$ cat src/core/luc_params.svh
// offsets, field positions, reset values and counts of the lin/uart control block
// assumes one apb slave, 8-bit registers in the low bits of aligned 32-bit words
`ifndef LUC_PARAMS_SVH
`define LUC_PARAMS_SVH
// ----------------------------------------------------------------
// register byte offsets
// ----------------------------------------------------------------
`define LUC_OFS_CTRL 8'h00
`define LUC_OFS_STAT 8'h04
`define LUC_OFS_IRQEN 8'h08
`define LUC_OFS_ERR 8'h0C
`define LUC_OFS_BTR 8'h10
`define LUC_OFS_BRRL 8'h14
`define LUC_OFS_BRRH 8'h18
`define LUC_OFS_DLR 8'h1C
`define LUC_OFS_IDR 8'h20
`define LUC_OFS_SEL 8'h24
`define LUC_OFS_DAT 8'h28
// ----------------------------------------------------------------
// field positions and values
// ----------------------------------------------------------------
`define LUC_CTRL_SWRES 7
`define LUC_CTRL_V13 6
`define LUC_CTRL_ENA 3
`define LUC_CTRL_CMD_HI 2
`define LUC_STAT_ERR 3
`define LUC_STAT_IDOK 2
`define LUC_STAT_TXOK 1
`define LUC_STAT_RXOK 0
`define LUC_SEL_AINC 3
`define LUC_ERR_OVR 5
`define LUC_ERR_TO 6
`define LUC_ERR_ABT 7
`define LUC_CMD_ABORT 3'h0
`define LUC_CMD_TXHDR 3'h1
`define LUC_CONF_NONE 2'h1
`define LUC_CONF_NOTO 2'h2
`define LUC_CONF_LISTEN 2'h3
`define LUC_RSV_ID_HI 4'hF
`define LUC_BTR_RESET 8'h20
`define LUC_FRAME_TIMEOUT_CYC 50000
`endif

$ cat src/core/luc_pkg.sv
// types of the lin/uart control block
// assumes luc_params.svh is available on the include path
package luc_pkg;
	// controller sequencing states, one-hot
	typedef enum logic [2:0] {
		LUC_IDLE = 3'b001,
		LUC_HDR = 3'b010,
		LUC_RESP = 3'b100
	} luc_state_t;
endpackage : luc_pkg

$ cat src/core/luc_ctrl.sv
// control registers, frame buffer and sequencing of a lin/uart controller
// assumes an apb master on ref_clk and a bit-level link engine giving one-cycle event pulses
//
// Design decisions made here: register access over APB and the register offsets.
`timescale 1ns/1ps
`include "luc_params.svh"
module luc_ctrl
	import luc_pkg::*;
#(
	parameter int AW = 8,
	parameter int FRAME_TIMEOUT_CYC = `LUC_FRAME_TIMEOUT_CYC
) (
	input wire logic ref_clk,
	input wire logic rst,
	input wire logic psel,
	input wire logic penable,
	input wire logic pwrite,
	input wire logic [AW-1:0] paddr,
	input wire logic [31:0] pwdata,
	output logic [31:0] prdata,
	output logic pready,
	output logic pslverr,
	input wire logic dbgBreak,
	input wire logic hdrDone,
	input wire logic [5:0] hdrId,
	input wire logic linRxValid,
	input wire logic [7:0] linRxByte,
	input wire logic linTxTaken,
	input wire logic respDone,
	input wire logic [4:0] error_flag_reg,
	input wire logic uartRxValid,
	input wire logic [7:0] uartRxByte,
	input wire logic uartTxDone,
	output logic [7:0] linTxByte,
	output logic [7:0] uartTxData,
	output logic uartTxStart,
	output logic startTxHdr,
	output logic startResp,
	output logic abortPulse,
	output logic engineReset,
	output logic busy,
	output logic enabled,
	output logic uartMode,
	output logic protoV13,
	output logic inclIdInChecksum,
	output logic checksumOn,
	output logic timeoutOn,
	output logic listenMode,
	output logic [1:0] parityMode,
	output logic uartRxEn,
	output logic uartTxEn,
	output logic [11:0] baudDiv,
	output logic [7:0] bitTiming,
	output logic [7:0] dataLength
);
	// ----------------------------------------------------------------
	// helpers
	// ----------------------------------------------------------------
	function automatic logic [2:0] idStatus(input logic [5:0] id);
		idStatus = (id[5:2] == `LUC_RSV_ID_HI) ? {1'b1, id[1:0]} : 3'h0;
	endfunction : idStatus

	function automatic logic [7:0] withParity(input logic [5:0] id);
		withParity = {~(id[1] ^ id[3] ^ id[4] ^ id[5]), id[0] ^ id[1] ^ id[2] ^ id[4], id};
	endfunction : withParity

	// ----------------------------------------------------------------
	// storage
	// ----------------------------------------------------------------
	luc_state_t state_reg;
	logic softRst_reg;
	logic [6:0] ctrl_reg;
	logic [2:0] idSt_reg;
	logic idOk_reg, txOk_reg, rxOk_reg;
	logic [3:0] irqEn_reg;
	logic [7:0] err_reg;
	logic [7:0] btr_reg, brrl_reg, dlr_reg, prdata_reg;
	logic [3:0] brrh_reg;
	logic [5:0] idr_reg;
	logic [2:0] idx_reg, respCnt_reg;
	logic aincDis_reg, respTx_reg, inclId_reg;
	logic [7:0] frameBuf [8];
	logic [7:0] uartRx_reg, uartTx_reg, linTx_reg;
	logic uartTxStart_reg, startTxHdr_reg, startResp_reg, abort_reg;
	logic [31:0] timer_reg;

	// ----------------------------------------------------------------
	// bus decode
	// ----------------------------------------------------------------
	logic access, wr, rd, mapped, ctrlReset;
	logic wrCtrl, wrStat, wrSel, wrDat, rdDat, cmdWrite;
	logic [2:0] newCmd;
	logic [7:0] rdMux;
	assign access = psel & penable;
	assign wr = access & pwrite;
	assign rd = access & ~pwrite;
	assign pready = 1'b1;
	assign mapped = paddr[1:0] == 2'h0 && paddr <= AW'(`LUC_OFS_DAT);
	assign pslverr = access & ~mapped;
	assign prdata = {24'h0, prdata_reg};
	assign wrCtrl = wr && paddr == AW'(`LUC_OFS_CTRL);
	assign wrStat = wr && paddr == AW'(`LUC_OFS_STAT);
	assign wrSel = wr && paddr == AW'(`LUC_OFS_SEL);
	assign wrDat = wr && paddr == AW'(`LUC_OFS_DAT);
	assign rdDat = rd && paddr == AW'(`LUC_OFS_DAT);
	assign newCmd = pwdata[`LUC_CTRL_CMD_HI:0];
	assign cmdWrite = wrCtrl & ~pwdata[`LUC_CTRL_SWRES] & pwdata[`LUC_CTRL_ENA];
	assign ctrlReset = rst | softRst_reg;

	// mode decode from the control register
	assign enabled = ctrl_reg[`LUC_CTRL_ENA];
	assign uartMode = ctrl_reg[`LUC_CTRL_CMD_HI];
	assign protoV13 = ctrl_reg[`LUC_CTRL_V13];
	assign listenMode = ctrl_reg[5:4] == `LUC_CONF_LISTEN;
	assign checksumOn = ~uartMode && ctrl_reg[5:4] != `LUC_CONF_NONE;
	assign timeoutOn = ~uartMode && ctrl_reg[5:4] != `LUC_CONF_NONE && ctrl_reg[5:4] != `LUC_CONF_NOTO;
	assign parityMode = (uartMode && ctrl_reg[5:4] != `LUC_CONF_LISTEN) ? ctrl_reg[5:4] : 2'h0;
	assign uartRxEn = enabled & uartMode & ctrl_reg[1];
	assign uartTxEn = enabled & uartMode & ctrl_reg[0];
	assign busy = state_reg != LUC_IDLE;
	assign inclIdInChecksum = inclId_reg;
	assign baudDiv = {brrh_reg, brrl_reg};
	assign bitTiming = btr_reg;
	assign dataLength = uartMode ? 8'h0 : dlr_reg;
	assign linTxByte = linTx_reg;
	assign uartTxData = uartTx_reg;
	assign uartTxStart = uartTxStart_reg;
	assign startTxHdr = startTxHdr_reg;
	assign startResp = startResp_reg;
	assign abortPulse = abort_reg;
	assign engineReset = softRst_reg;

	// ----------------------------------------------------------------
	// link events, gated by debugger break
	// ----------------------------------------------------------------
	logic run, hdrAccept, respEnd, timeoutHit, linCmd;
	logic [7:0] errSet;
	assign run = ~dbgBreak & enabled;
	assign linCmd = cmdWrite & ~newCmd[`LUC_CTRL_CMD_HI];
	assign hdrAccept = run & hdrDone & ~uartMode & (state_reg == LUC_HDR || (state_reg == LUC_IDLE
		&& ctrl_reg[2:0] == `LUC_CMD_ABORT));
	assign respEnd = run & respDone & state_reg == LUC_RESP;
	assign timeoutHit = run & timeoutOn & busy & timer_reg == 32'(FRAME_TIMEOUT_CYC - 1);
	assign errSet[4:0] = (run & busy) ? error_flag_reg : 5'h0;
	assign errSet[`LUC_ERR_OVR] = (linCmd & busy & newCmd != `LUC_CMD_ABORT) | (run & uartMode & uartRxValid & rxOk_reg);
	assign errSet[`LUC_ERR_TO] = timeoutHit;
	assign errSet[`LUC_ERR_ABT] = linCmd & busy & newCmd == `LUC_CMD_ABORT;

	// read multiplexer, sampled in the setup cycle
	always_comb begin
		case (paddr)
			AW'(`LUC_OFS_CTRL): rdMux = {softRst_reg, ctrl_reg};
			AW'(`LUC_OFS_STAT): rdMux = {idSt_reg, busy, |err_reg, idOk_reg, txOk_reg, rxOk_reg};
			AW'(`LUC_OFS_IRQEN): rdMux = {4'h0, irqEn_reg};
			AW'(`LUC_OFS_ERR): rdMux = err_reg;
			AW'(`LUC_OFS_BTR): rdMux = btr_reg;
			AW'(`LUC_OFS_BRRL): rdMux = brrl_reg;
			AW'(`LUC_OFS_BRRH): rdMux = {4'h0, brrh_reg};
			AW'(`LUC_OFS_DLR): rdMux = dataLength;
			AW'(`LUC_OFS_IDR): rdMux = withParity(idr_reg);
			AW'(`LUC_OFS_SEL): rdMux = {4'h0, aincDis_reg, idx_reg};
			AW'(`LUC_OFS_DAT): rdMux = uartMode ? uartRx_reg : frameBuf[idx_reg];
			default: rdMux = 8'h0;
		endcase
	end

	always_ff @(posedge ref_clk) begin
		if (rst) begin
			prdata_reg <= 8'h0;
		end else if (psel & ~penable) begin
			prdata_reg <= rdMux;
		end
	end

	// ----------------------------------------------------------------
	// control register and soft reset
	// ----------------------------------------------------------------
	always_ff @(posedge ref_clk) begin
		if (rst) begin
			softRst_reg <= 1'b0;
		end else begin
			softRst_reg <= wrCtrl & pwdata[`LUC_CTRL_SWRES];
		end
	end

	always_ff @(posedge ref_clk) begin
		if (ctrlReset) begin
			ctrl_reg <= 7'h0;
		end else if (wrCtrl & ~pwdata[`LUC_CTRL_SWRES]) begin
			ctrl_reg <= pwdata[6:0];
		end else if (~uartMode & (|errSet)) begin
			ctrl_reg[2:0] <= `LUC_CMD_ABORT;
		end
	end

	// ----------------------------------------------------------------
	// sequencing state machine and command pulses
	// ----------------------------------------------------------------
	always_ff @(posedge ref_clk) begin
		if (ctrlReset) begin
			state_reg <= LUC_IDLE;
			respTx_reg <= 1'b0;
			inclId_reg <= 1'b0;
			startTxHdr_reg <= 1'b0;
			startResp_reg <= 1'b0;
			abort_reg <= 1'b0;
		end else begin
			startTxHdr_reg <= 1'b0;
			startResp_reg <= 1'b0;
			abort_reg <= 1'b0;
			if (linCmd) begin
				if (busy | newCmd == `LUC_CMD_ABORT) begin
					state_reg <= LUC_IDLE;
					abort_reg <= busy;
				end else if (newCmd == `LUC_CMD_TXHDR) begin
					state_reg <= LUC_HDR;
					startTxHdr_reg <= 1'b1;
				end else begin
					state_reg <= LUC_RESP;
					respTx_reg <= newCmd[0];
					inclId_reg <= ~pwdata[`LUC_CTRL_V13];
					startResp_reg <= 1'b1;
				end
			end else if (cmdWrite | (wrCtrl & ~pwdata[`LUC_CTRL_ENA])) begin
				state_reg <= LUC_IDLE;
			end else if (run) begin
				case (state_reg)
					LUC_IDLE: state_reg <= LUC_IDLE;
					LUC_HDR: state_reg <= (hdrAccept | (|errSet)) ? LUC_IDLE : LUC_HDR;
					LUC_RESP: state_reg <= (respEnd | (|errSet)) ? LUC_IDLE : LUC_RESP;
					default: state_reg <= LUC_IDLE;
				endcase
			end
		end
	end

	// frame time-out counter, frozen by debugger break
	always_ff @(posedge ref_clk) begin
		if (ctrlReset | ~busy | linCmd) begin
			timer_reg <= 32'h0;
		end else if (run & timeoutOn) begin
			timer_reg <= timer_reg + 32'h1;
		end
	end

	// ----------------------------------------------------------------
	// status flags, set wins over clear
	// ----------------------------------------------------------------
	always_ff @(posedge ref_clk) begin
		if (ctrlReset) begin
			idSt_reg <= 3'h0;
			idr_reg <= 6'h0;
			idOk_reg <= 1'b0;
			txOk_reg <= 1'b0;
			rxOk_reg <= 1'b0;
		end else begin
			if (hdrAccept) begin
				idSt_reg <= idStatus(hdrId);
				idr_reg <= hdrId;
			end else if (wr && paddr == AW'(`LUC_OFS_IDR)) begin
				idr_reg <= pwdata[5:0];
			end
			idOk_reg <= hdrAccept | (idOk_reg & ~(wrStat & pwdata[`LUC_STAT_IDOK]));
			txOk_reg <= (respEnd & respTx_reg) | (run & uartMode & uartTxDone)
				| (txOk_reg & ~(wrStat & pwdata[`LUC_STAT_TXOK]) & ~(wrDat & uartMode));
			rxOk_reg <= (respEnd & ~respTx_reg) | (run & uartMode & uartRxValid)
				| (rxOk_reg & ~(wrStat & pwdata[`LUC_STAT_RXOK]) & ~(rdDat & uartMode));
		end
	end

	// error flags, cleared together through the summary bit
	always_ff @(posedge ref_clk) begin
		if (ctrlReset) begin
			err_reg <= 8'h0;
		end else if ((wrStat & pwdata[`LUC_STAT_ERR]) | (rdDat & uartMode)) begin
			err_reg <= errSet;
		end else begin
			err_reg <= err_reg | errSet;
		end
	end

	// ----------------------------------------------------------------
	// plain configuration registers
	// ----------------------------------------------------------------
	always_ff @(posedge ref_clk) begin
		if (ctrlReset) begin
			irqEn_reg <= 4'h0;
			btr_reg <= `LUC_BTR_RESET;
			brrl_reg <= 8'h0;
			brrh_reg <= 4'h0;
			dlr_reg <= 8'h0;
		end else if (wr) begin
			if (paddr == AW'(`LUC_OFS_IRQEN)) irqEn_reg <= pwdata[3:0];
			if (paddr == AW'(`LUC_OFS_BTR)) btr_reg <= {pwdata[7], 1'b0, pwdata[5:0]};
			if (paddr == AW'(`LUC_OFS_BRRL)) brrl_reg <= pwdata[7:0];
			if (paddr == AW'(`LUC_OFS_BRRH)) brrh_reg <= pwdata[3:0];
			if (paddr == AW'(`LUC_OFS_DLR) && !uartMode) dlr_reg <= pwdata[7:0];
		end
	end

	// ----------------------------------------------------------------
	// frame buffer, index and uart data
	// ----------------------------------------------------------------
	logic datLin, engRx;
	assign datLin = (wrDat | rdDat) & ~uartMode;
	assign engRx = run & linRxValid & state_reg == LUC_RESP & ~respTx_reg;

	always_ff @(posedge ref_clk) begin
		if (ctrlReset) begin
			idx_reg <= 3'h0;
			aincDis_reg <= 1'b0;
		end else if (wrSel & ~uartMode) begin
			idx_reg <= pwdata[2:0];
			aincDis_reg <= pwdata[`LUC_SEL_AINC];
		end else if (datLin & ~aincDis_reg) begin
			idx_reg <= idx_reg + 3'h1;
		end
	end

	always_ff @(posedge ref_clk) begin
		if (engRx) begin
			frameBuf[respCnt_reg] <= linRxByte;
		end else if (wrDat & ~uartMode) begin
			frameBuf[idx_reg] <= pwdata[7:0];
		end
	end

	always_ff @(posedge ref_clk) begin
		if (ctrlReset | startResp_reg) begin
			respCnt_reg <= 3'h0;
			linTx_reg <= 8'h0;
		end else begin
			if (engRx | (run & linTxTaken & respTx_reg)) respCnt_reg <= respCnt_reg + 3'h1;
			linTx_reg <= frameBuf[respCnt_reg];
		end
	end

	always_ff @(posedge ref_clk) begin
		if (ctrlReset) begin
			uartRx_reg <= 8'h0;
			uartTx_reg <= 8'h0;
			uartTxStart_reg <= 1'b0;
		end else begin
			if (run & uartRxEn & uartRxValid) uartRx_reg <= uartRxByte;
			if (wrDat & uartMode) uartTx_reg <= pwdata[7:0];
			uartTxStart_reg <= wrDat & uartTxEn;
		end
	end

	// ----------------------------------------------------------------
	// checks
	// ----------------------------------------------------------------
	a_id_status_map: assert property (@(posedge ref_clk) disable iff (ctrlReset)
		hdrAccept |=> idSt_reg == idStatus($past(hdrId))) else $error("identifier status wrong");
	a_index_advance: assert property (@(posedge ref_clk) disable iff (ctrlReset)
		datLin & ~aincDis_reg & ~wrSel |=> idx_reg == $past(idx_reg) + 3'h1) else $error("index did not advance");
	a_index_hold: assert property (@(posedge ref_clk) disable iff (ctrlReset)
		datLin & aincDis_reg & ~wrSel |=> $stable(idx_reg)) else $error("index moved while disabled");
	a_soft_reset_clears: assert property (@(posedge ref_clk) disable iff (rst)
		wrCtrl & pwdata[7] |=> softRst_reg ##1 !softRst_reg && ctrl_reg == 7'h0) else $error("soft reset stuck");
	a_checksum_latch: assert property (@(posedge ref_clk) disable iff (ctrlReset)
		startResp_reg |-> inclId_reg == !$past(pwdata[6])) else $error("checksum choice not latched");
	a_error_clear: assert property (@(posedge ref_clk) disable iff (ctrlReset)
		wrStat & pwdata[3] & ~(|errSet) |=> err_reg == 8'h0) else $error("error flags not cleared");
	a_idok_cause: assert property (@(posedge ref_clk) disable iff (ctrlReset)
		$rose(idOk_reg) |-> $past(hdrAccept) && !$past(uartMode)) else $error("identifier ok without header");
	a_cmd_needs_enable: assert property (@(posedge ref_clk) disable iff (ctrlReset)
		wrCtrl & ~pwdata[3] |=> !startTxHdr_reg && !startResp_reg && state_reg == LUC_IDLE) else $error("command while off");
	a_debug_freeze: assert property (@(posedge ref_clk) disable iff (ctrlReset)
		dbgBreak & ~wrCtrl |=> $stable(state_reg) && $stable(timer_reg)) else $error("state moved in break");
endmodule : luc_ctrl

$ cat config.mk
export PLATFORM = sky130hd
export DESIGN_NAME = luc_ctrl
export DESIGN_NICKNAME = d
export VERILOG_FILES = /design/src/core/luc_pkg.sv /design/src/core/luc_ctrl.sv
export VERILOG_INCLUDE_DIRS = /design/src /design/src/core
export SDC_FILE = /design/constraint.sdc
export NUM_CORES = 1
export LEC_CHECK = 0
export BUFFER_PORTS_ARGS = -buffer_cell sky130_fd_sc_hd__buf_2
export CAP_MARGIN = 25
export CELL_PAD_IN_SITES_DETAIL_PLACEMENT = 1
export CELL_PAD_IN_SITES_GLOBAL_PLACEMENT = 2
export CORE_ASPECT_RATIO = 1.1
export CORE_MARGIN = 2
export CORE_UTILIZATION = 30
export CTS_CLUSTER_DIAMETER = 30
export DETAILED_ROUTE_END_ITERATION = 16
export GPL_TIMING_DRIVEN = 0
export PLACE_DENSITY = 0.72
export SLEW_MARGIN = 20
export SYNTH_ARGS = -nofsm -noshare
export SYNTH_HDL_FRONTEND = slang
export SYNTH_SLANG_ARGS = --single-unit
export TNS_END_PERCENT = 1
$ cat constraint.sdc
create_clock -name ref_clk -period 3.38 [get_ports ref_clk]
set_input_delay 0.169 -clock ref_clk [delete_from_list [all_inputs] [get_ports ref_clk]]
set_output_delay 0.169 -clock ref_clk [all_outputs]
set_load 0.02 [all_outputs]
# After elaboration in Yosys (flattened, before gate mapping)

Memories as Yosys holds them, arrays and structs flattened. A register that Yosys moved wholly into a read port is not among the register bits.
Index checks and enable logic that the tools add are counted.

Bitwise operators: 101
Muxes and demuxes: 33
Reduce and logical (&&, ||, !) cells: 34
Eq/ne operators: 21
Add/sub/neg operators: 3
Magnitude comparators: 1

Operators by type and width:

| cell                                                                             | number |
|---|---|
| 8-bit one-hot mux with 11 select lines                                           | 1 |
| 1-bit bitwise AND                                                                | 56 |
| 3-bit 2-to-1 mux                                                                 | 14 |
| 32-bit by 1-bit adder with 32-bit output, second input constant                  | 1 |
| 32-bit by 16-bit equality test with 1-bit output, second input constant          | 1 |
| 8-bit by 5-bit equality test with 1-bit output, second input constant            | 4 |
| 8-bit 2-to-1 mux                                                                 | 4 |
| 8-bit by 6-bit equality test with 1-bit output, second input constant            | 3 |
| 8-bit OR reduction                                                               | 3 |
| 1-bit inverter                                                                   | 21 |
| 1-bit bitwise OR                                                                 | 17 |
| 8-bit by 4-bit equality test with 1-bit output, second input constant            | 2 |
| 1-bit logical AND                                                                | 12 |
| 6-bit 2-to-1 mux                                                                 | 2 |
| 2-bit AND reduction                                                              | 5 |
| 8-bit by 3-bit equality test with 1-bit output, second input constant            | 1 |
| 8-bit by 6-bit less-or-equal comparator with 1-bit output, second input constant | 1 |
| 8-bit logical NOT                                                                | 1 |
| 1-bit 2-to-1 mux                                                                 | 8 |
| 8-bit bitwise OR                                                                 | 1 |
| 3-bit by 1-bit adder with 3-bit output, second input constant                    | 2 |
| 3-bit by 1-bit equality test with 1-bit output, second input constant            | 2 |
| 3-bit logical NOT                                                                | 2 |
| 3-bit one-hot mux with 2 select lines                                            | 1 |
| other kinds (17)                                                                 | 28 |

Memory bits (writable): 64
Input bits: 79
Flip-flop bits (word level): 131
Memories: 1

Memory list:

| name     | words | bits a word | read ports | clocked after Yosys merged registers in | write ports | RTL line       | RTL |
|---|---|---|---|---|---|---|---|
| frameBuf | 8     | 8           | 2          | 2                                       | 1           | luc_ctrl.sv:82 | `logic [7:0] frameBuf [8];` |

# Longest topological paths before layout

Word-level depth: 16
Gate-level depth with buffers: 8

# Least setup slack after synthesis

OpenSTA, ideal clock, no wires.

Path type: input to register
Start: in paddr[2]
End: mem frameBuf[0][0], enable pin
Buffers on the path: 2
Data required time: 3,010 ps
Stages on the path: 7
Setup slack: 715 ps
Arrival: 2,294 ps
Setup time: 370 ps
Cell sequence: buf_2 nor4b_1 nand2_1 nor4_2 buf_4 a32oi_1 nor2_1

Word-level cells in the longest chain between the ends: 8
Elaborated cells on any way between the ends: 9
Those cells by class: eq/ne: 1; mux: 5; bitwise: 1; reduce/logical: 2

Ends and longest elaborated chain:

| item                                                                  | RTL line        | RTL |
|---|---|---|
| from (decl)                                                           | luc_ctrl.sv:18  | `input wire logic [AW-1:0] paddr,` |
| 8-bit by 6-bit equality test with 1-bit output *                      | luc_ctrl.sv:104 | `` assign wrDat = wr && paddr == AW'(`LUC_OFS_DAT); `` |
| 1-bit logical AND *                                                   | luc_ctrl.sv:104 |  |
| 1-bit bitwise AND *                                                   | luc_ctrl.sv:323 | `end else if (wrDat & ~uartMode) begin` |
| 1-bit 2-to-1 mux *                                                    | luc_ctrl.sv:323 |  |
| 1-bit 2-to-1 mux *                                                    | luc_ctrl.sv:321 | `if (engRx) begin` |
| 1-bit 2-to-1 mux (not written as such) *                              | luc_ctrl.sv:324 | `frameBuf[idx_reg] <= pwdata[7:0];` |
| 8-bit OR reduction (no line)                                          | -               |  |
| 3-bit 2-to-1 mux (no line) / 1-bit 2-to-1 mux (equally long branches) | -               |  |
| to (decl)                                                             | luc_ctrl.sv:82  |  |

Every way passes the cells marked *; elsewhere a longest branch is shown, timed or not.

# Worst setup path in the final report

Start: reg ctrl_reg[2]
End: out parityMode[1]

Word-level cells in the longest chain between the ends: 2

Ends and longest elaborated chain:

| item                        | RTL line        | RTL |
|---|---|---|
| from (decl)                 | luc_ctrl.sv:72  | `logic [6:0] ctrl_reg;` |
| from (signal assigned)      | luc_ctrl.sv:190 | `ctrl_reg <= pwdata[6:0];` |
| from (signal assigned)      | luc_ctrl.sv:192 | `` ctrl_reg[2:0] <= `LUC_CMD_ABORT; `` |
| 1-bit logical AND (no line) | -               |  |
| 2-bit 2-to-1 mux            | luc_ctrl.sv:117 | `` assign parityMode = (uartMode && ctrl_reg[5:4] != `LUC_CONF_LISTEN) ? ctrl_reg[5:4] : 2'h0; `` |
| to (decl)                   | luc_ctrl.sv:49  | `output logic [1:0] parityMode,` |

No other way between the ends.

==> results.py <==
metrics = {
    "yosys": {
        "ys_ff_latch": 206,
        "synthFlopType": "dfxtp_1",
        "synth_area_per_cell_sq_um": 10.3,
        "synth_area_leaders": "dfxtp_1 (28%), edfxtp_1 (19%), mux4_2 (7.6%)",
        "synth-edff-count": 64,
        "yosysWarnings": 0,
        "synth_cell_types": 70,
        "async_reset_ff_frac": 0,
        "yosysTopAreaCellShare": 0.282,
        "synth_cells": 978,
        "yosysTopAreaCell": "dfxtp_1",
        "yosysSeqAreaShare": 0.473,
        "netlist_area_sq_um": 10100,
    },
    "layout": {
        "largest_reg_flops": 64,
        "n_fill_cell": 3730,
        "nets": 1289,
        "drive_above_1_share": 0.265,
        "utilization": 0.408,
        "antenna_cells": 0,
        "area_growth_pct": 34.6,
    },
    "setup_path": {
        "crit_path_end_kind": "output pin",
        "rr_worst_depth": 6,
        "critPathKind": "reg -> out",
        "worst_path_most_repeated_cell": "clkbuf_1",
        "r2r-start": "ctrl_reg[3]",
        "cpPeakStageDelay_ps": 630,
        "crit_start": "ctrl_reg[2]",
        "cp_max_fo": 10,
        "r2r-end": "frameBuf[2][5]",
        "rrSetupSlack_ps": 350,
        "crit_cells": 6,
        "endpoint": "parityMode[1]",
        "start_kind": "register",
        "worstPathRequired_ps": 3210,
        "path_cells": "clkbuf_2 -> clkbuf_1 -> inv_1 -> clkbuf_1 -> nor3_1 -> buf_2",
        "cp_top_family": "buffers and inverters",
        "worst-path-buf-inv": 5,
        "cp_slowest_cell": "clkbuf_1",
        "worst_ep_arrival_time_ps": 3060,
    },
    "clocking": {
        "cts_root_buffer": "clkbuf_16",
        "clk_latency_ps": 570,
        "clkTransAtPathRegs_ps": 40,
        "cts_made_buffers": 56,
        "h-tree-depth": 2,
        "ctsLongestPathBuffers": 3,
        "cts_tree": "built",
        "cts.sinks": 206,
        "post_cts_buffers": 0,
    },
    "sta": {
        "relSlewSlack": 0.360,
        "rsz0062_at_grt": "true",
        "fmax_mhz": 309,
        "hold_slack_ps": 28.4,
        "skew_ps": 17.7,
        "worst_slew_pin_slew_ps": 952,
        "hold_viol_final": 0,
        "setup_viol": 0,
        "slew_viol_final": 0,
        "fin_crit_sh": 0.956,
        "finalCriticalPeriod_ps": 3230,
    },
    "floorplan": {
        "dieArea_sq_um": 35000,
        "ios": 174,
        "fp.dieH_um": 196,
        "rows": 70,
        "coreArea_sq_um": 33200,
        "start_util": 0.303,
        "die_x_um": 179,
    },
    "grt": {
        "grt_pass1_wl_mm": 54.5,
        "gr-usage-all-layers": 0.209,
        "grt_overflow_total": 0,
        "grt_max_degree": 16,
        "grt_pass1_vias": 8850,
        "antenna_found_initial": 0,
    },
    "placement": {
        "io_buffers": 119,
        "gp_congestion": 0.946,
        "hpwlAfterDp_mm": 26.4,
    },
    "power": {
        "p_per_area_nw_per_um2": 608,
        "ir_drop_mv": 0.427,
        "finalPower_mw": 8.24,
        "p_leak_nw": 5.14,
    },
    "run": {
        "maxCapViolCount": 0,
    },
    "routing": {
        "wl_met1_mm": 17.1,
        "via_per_inst": 5.21,
        "highest_layer": "met4",
        "wl_mm": 36.7,
        "drtPass1Iterations": 5,
        "num_vias": 8773,
        "post_drt_wl_per_cell_um": 21.8,
        "drtAntennaViolNets": 0,
        "met3_length_mm": 2.34,
        "drc": 0,
        "route.met2.wl_mm": 16.6,
        "drtIter0Drc": 611,
    },
    "hold_path": {
        "worstHoldPathType": "in -> reg",
    },
    "outcome": {
        "status": "completed",
    },
}
## cell usage in the layout (no fill, tap or decap), types with 27 or more instances in the layout
cell type and n:
a21oi_1 40, buf_2 127, buf_4 27, clkbuf_1 52
clkbuf_16 56, dfxtp_1 142, edfxtp_1 64, mux2i_1 67
mux4_2 34, nand2_1 97, nor2_1 104
## through the flow
stage          worst slack, ps  std cells  setup TNS, ps  cell area [sq um]
2_1_floorplan              715       1002              0              10200
3_3_place_gp              -943       1553         -71430              11300
4_1_cts                    174       1681              0              13500
6_report                   147       1683              0              13600
3_5_place_dp              -414       1554         -22970              11300
5_1_grt                  -21.1       1683           -225              13600
## worst min-delay path by stage
stage / start / end / slack (ps) / cells past startpoint
after floorplan: rst / engineReset / 250 / 1
after global placement: error_flag_reg[0] / err_reg[0] / 390 / 2
after detailed placement: error_flag_reg[4] / err_reg[4] / 400 / 2
after CTS: pwdata[6] / ctrl_reg[6] / 10 / 3
after global routing: pwdata[1] / ctrl_reg[1] / 40 / 4
final: pwdata[6] / ctrl_reg[6] / 30 / 3
## area by class of cell
cell class / instances / area [sq um] / area share
Buffer: 86 / 442 / 0.0326
Multi-Input combinational cell: 694 / 4940 / 0.364
Tap cell: 432 / 541 / 0.0399
Clock buffer: 68 / 1520 / 0.112
Sequential cell: 206 / 4760 / 0.352
Timing Repair Buffer: 147 / 873 / 0.0644
Clock inverter: 34 / 418 / 0.0308
Inverter: 16 / 60.1 / 0.00443
## synth_stat cells (4+ instances only)
cell type and count:
or4_1 11, nand4_1 19, mux2i_1 67, clkbuf_1 48, dfxtp_1 142, mux2_2 12, o31ai_1 6, and3_1 16
or3_1 5, nand2_1 97, a211o_1 4, edfxtp_1 64, and2_1 8, nor3b_1 4, a32oi_1 10, a211oi_1 12
nand2b_1 5, nor4_1 17, nor2_1 109, a22oi_1 4, a221oi_1 5, buf_2 7, nor2b_1 11, nand3_1 26
or2_2 5, buf_4 27, nor4b_1 5, nor3_1 14, xor2_1 20, a21oi_1 40, xnor2_1 12, a22o_1 14
and4_1 6, inv_1 16, mux4_2 34, o21ai_0 18
## power by group
group	total, mW	internal, mW	switching [mW]	leakage [nW]
combinational	0.317	0.105	0.212	2.50
sequential	2.56	2.56	0.00382	1.72
clock	5.35	3.70	1.65	0.920
## routing by layer
metal  global-route usage  vias up
met5                    0        -
met4               0.0536        0
met3               0.0351       51
met2                0.326      302
met1                0.299     4361
li1                     -     4059
## cells by family (layout without fill, tap and decap cells)
family | after synthesis | after routing | synth area share
AOI/OAI and AO/OA | 145 | 145 | 0.101
other | 2 | 26 | 0.000746
and+or+nand+nor | 375 | 375 | 0.188
adders and majority gates | 3 | 3 | 0.00373
DFF | 206 | 206 | 0.473
muxes | 113 | 113 | 0.156
xor gates and xnor gates | 32 | 32 | 0.0278
buffers and inverters | 102 | 351 | 0.0497
## worst min-delay path, cell delays in order
cell     delay (ps)
buf_2           210
nand2_1          90
a21oi_1          60
## timing repair
action,CTS,global route
resized for setup,5,1
hold buffers,25,0
setup endpoints to repair,34,19
cloned,0,0
endpoints found under the hold margin,30,0
No activity file was read; power rests on OpenSTA's default activity.
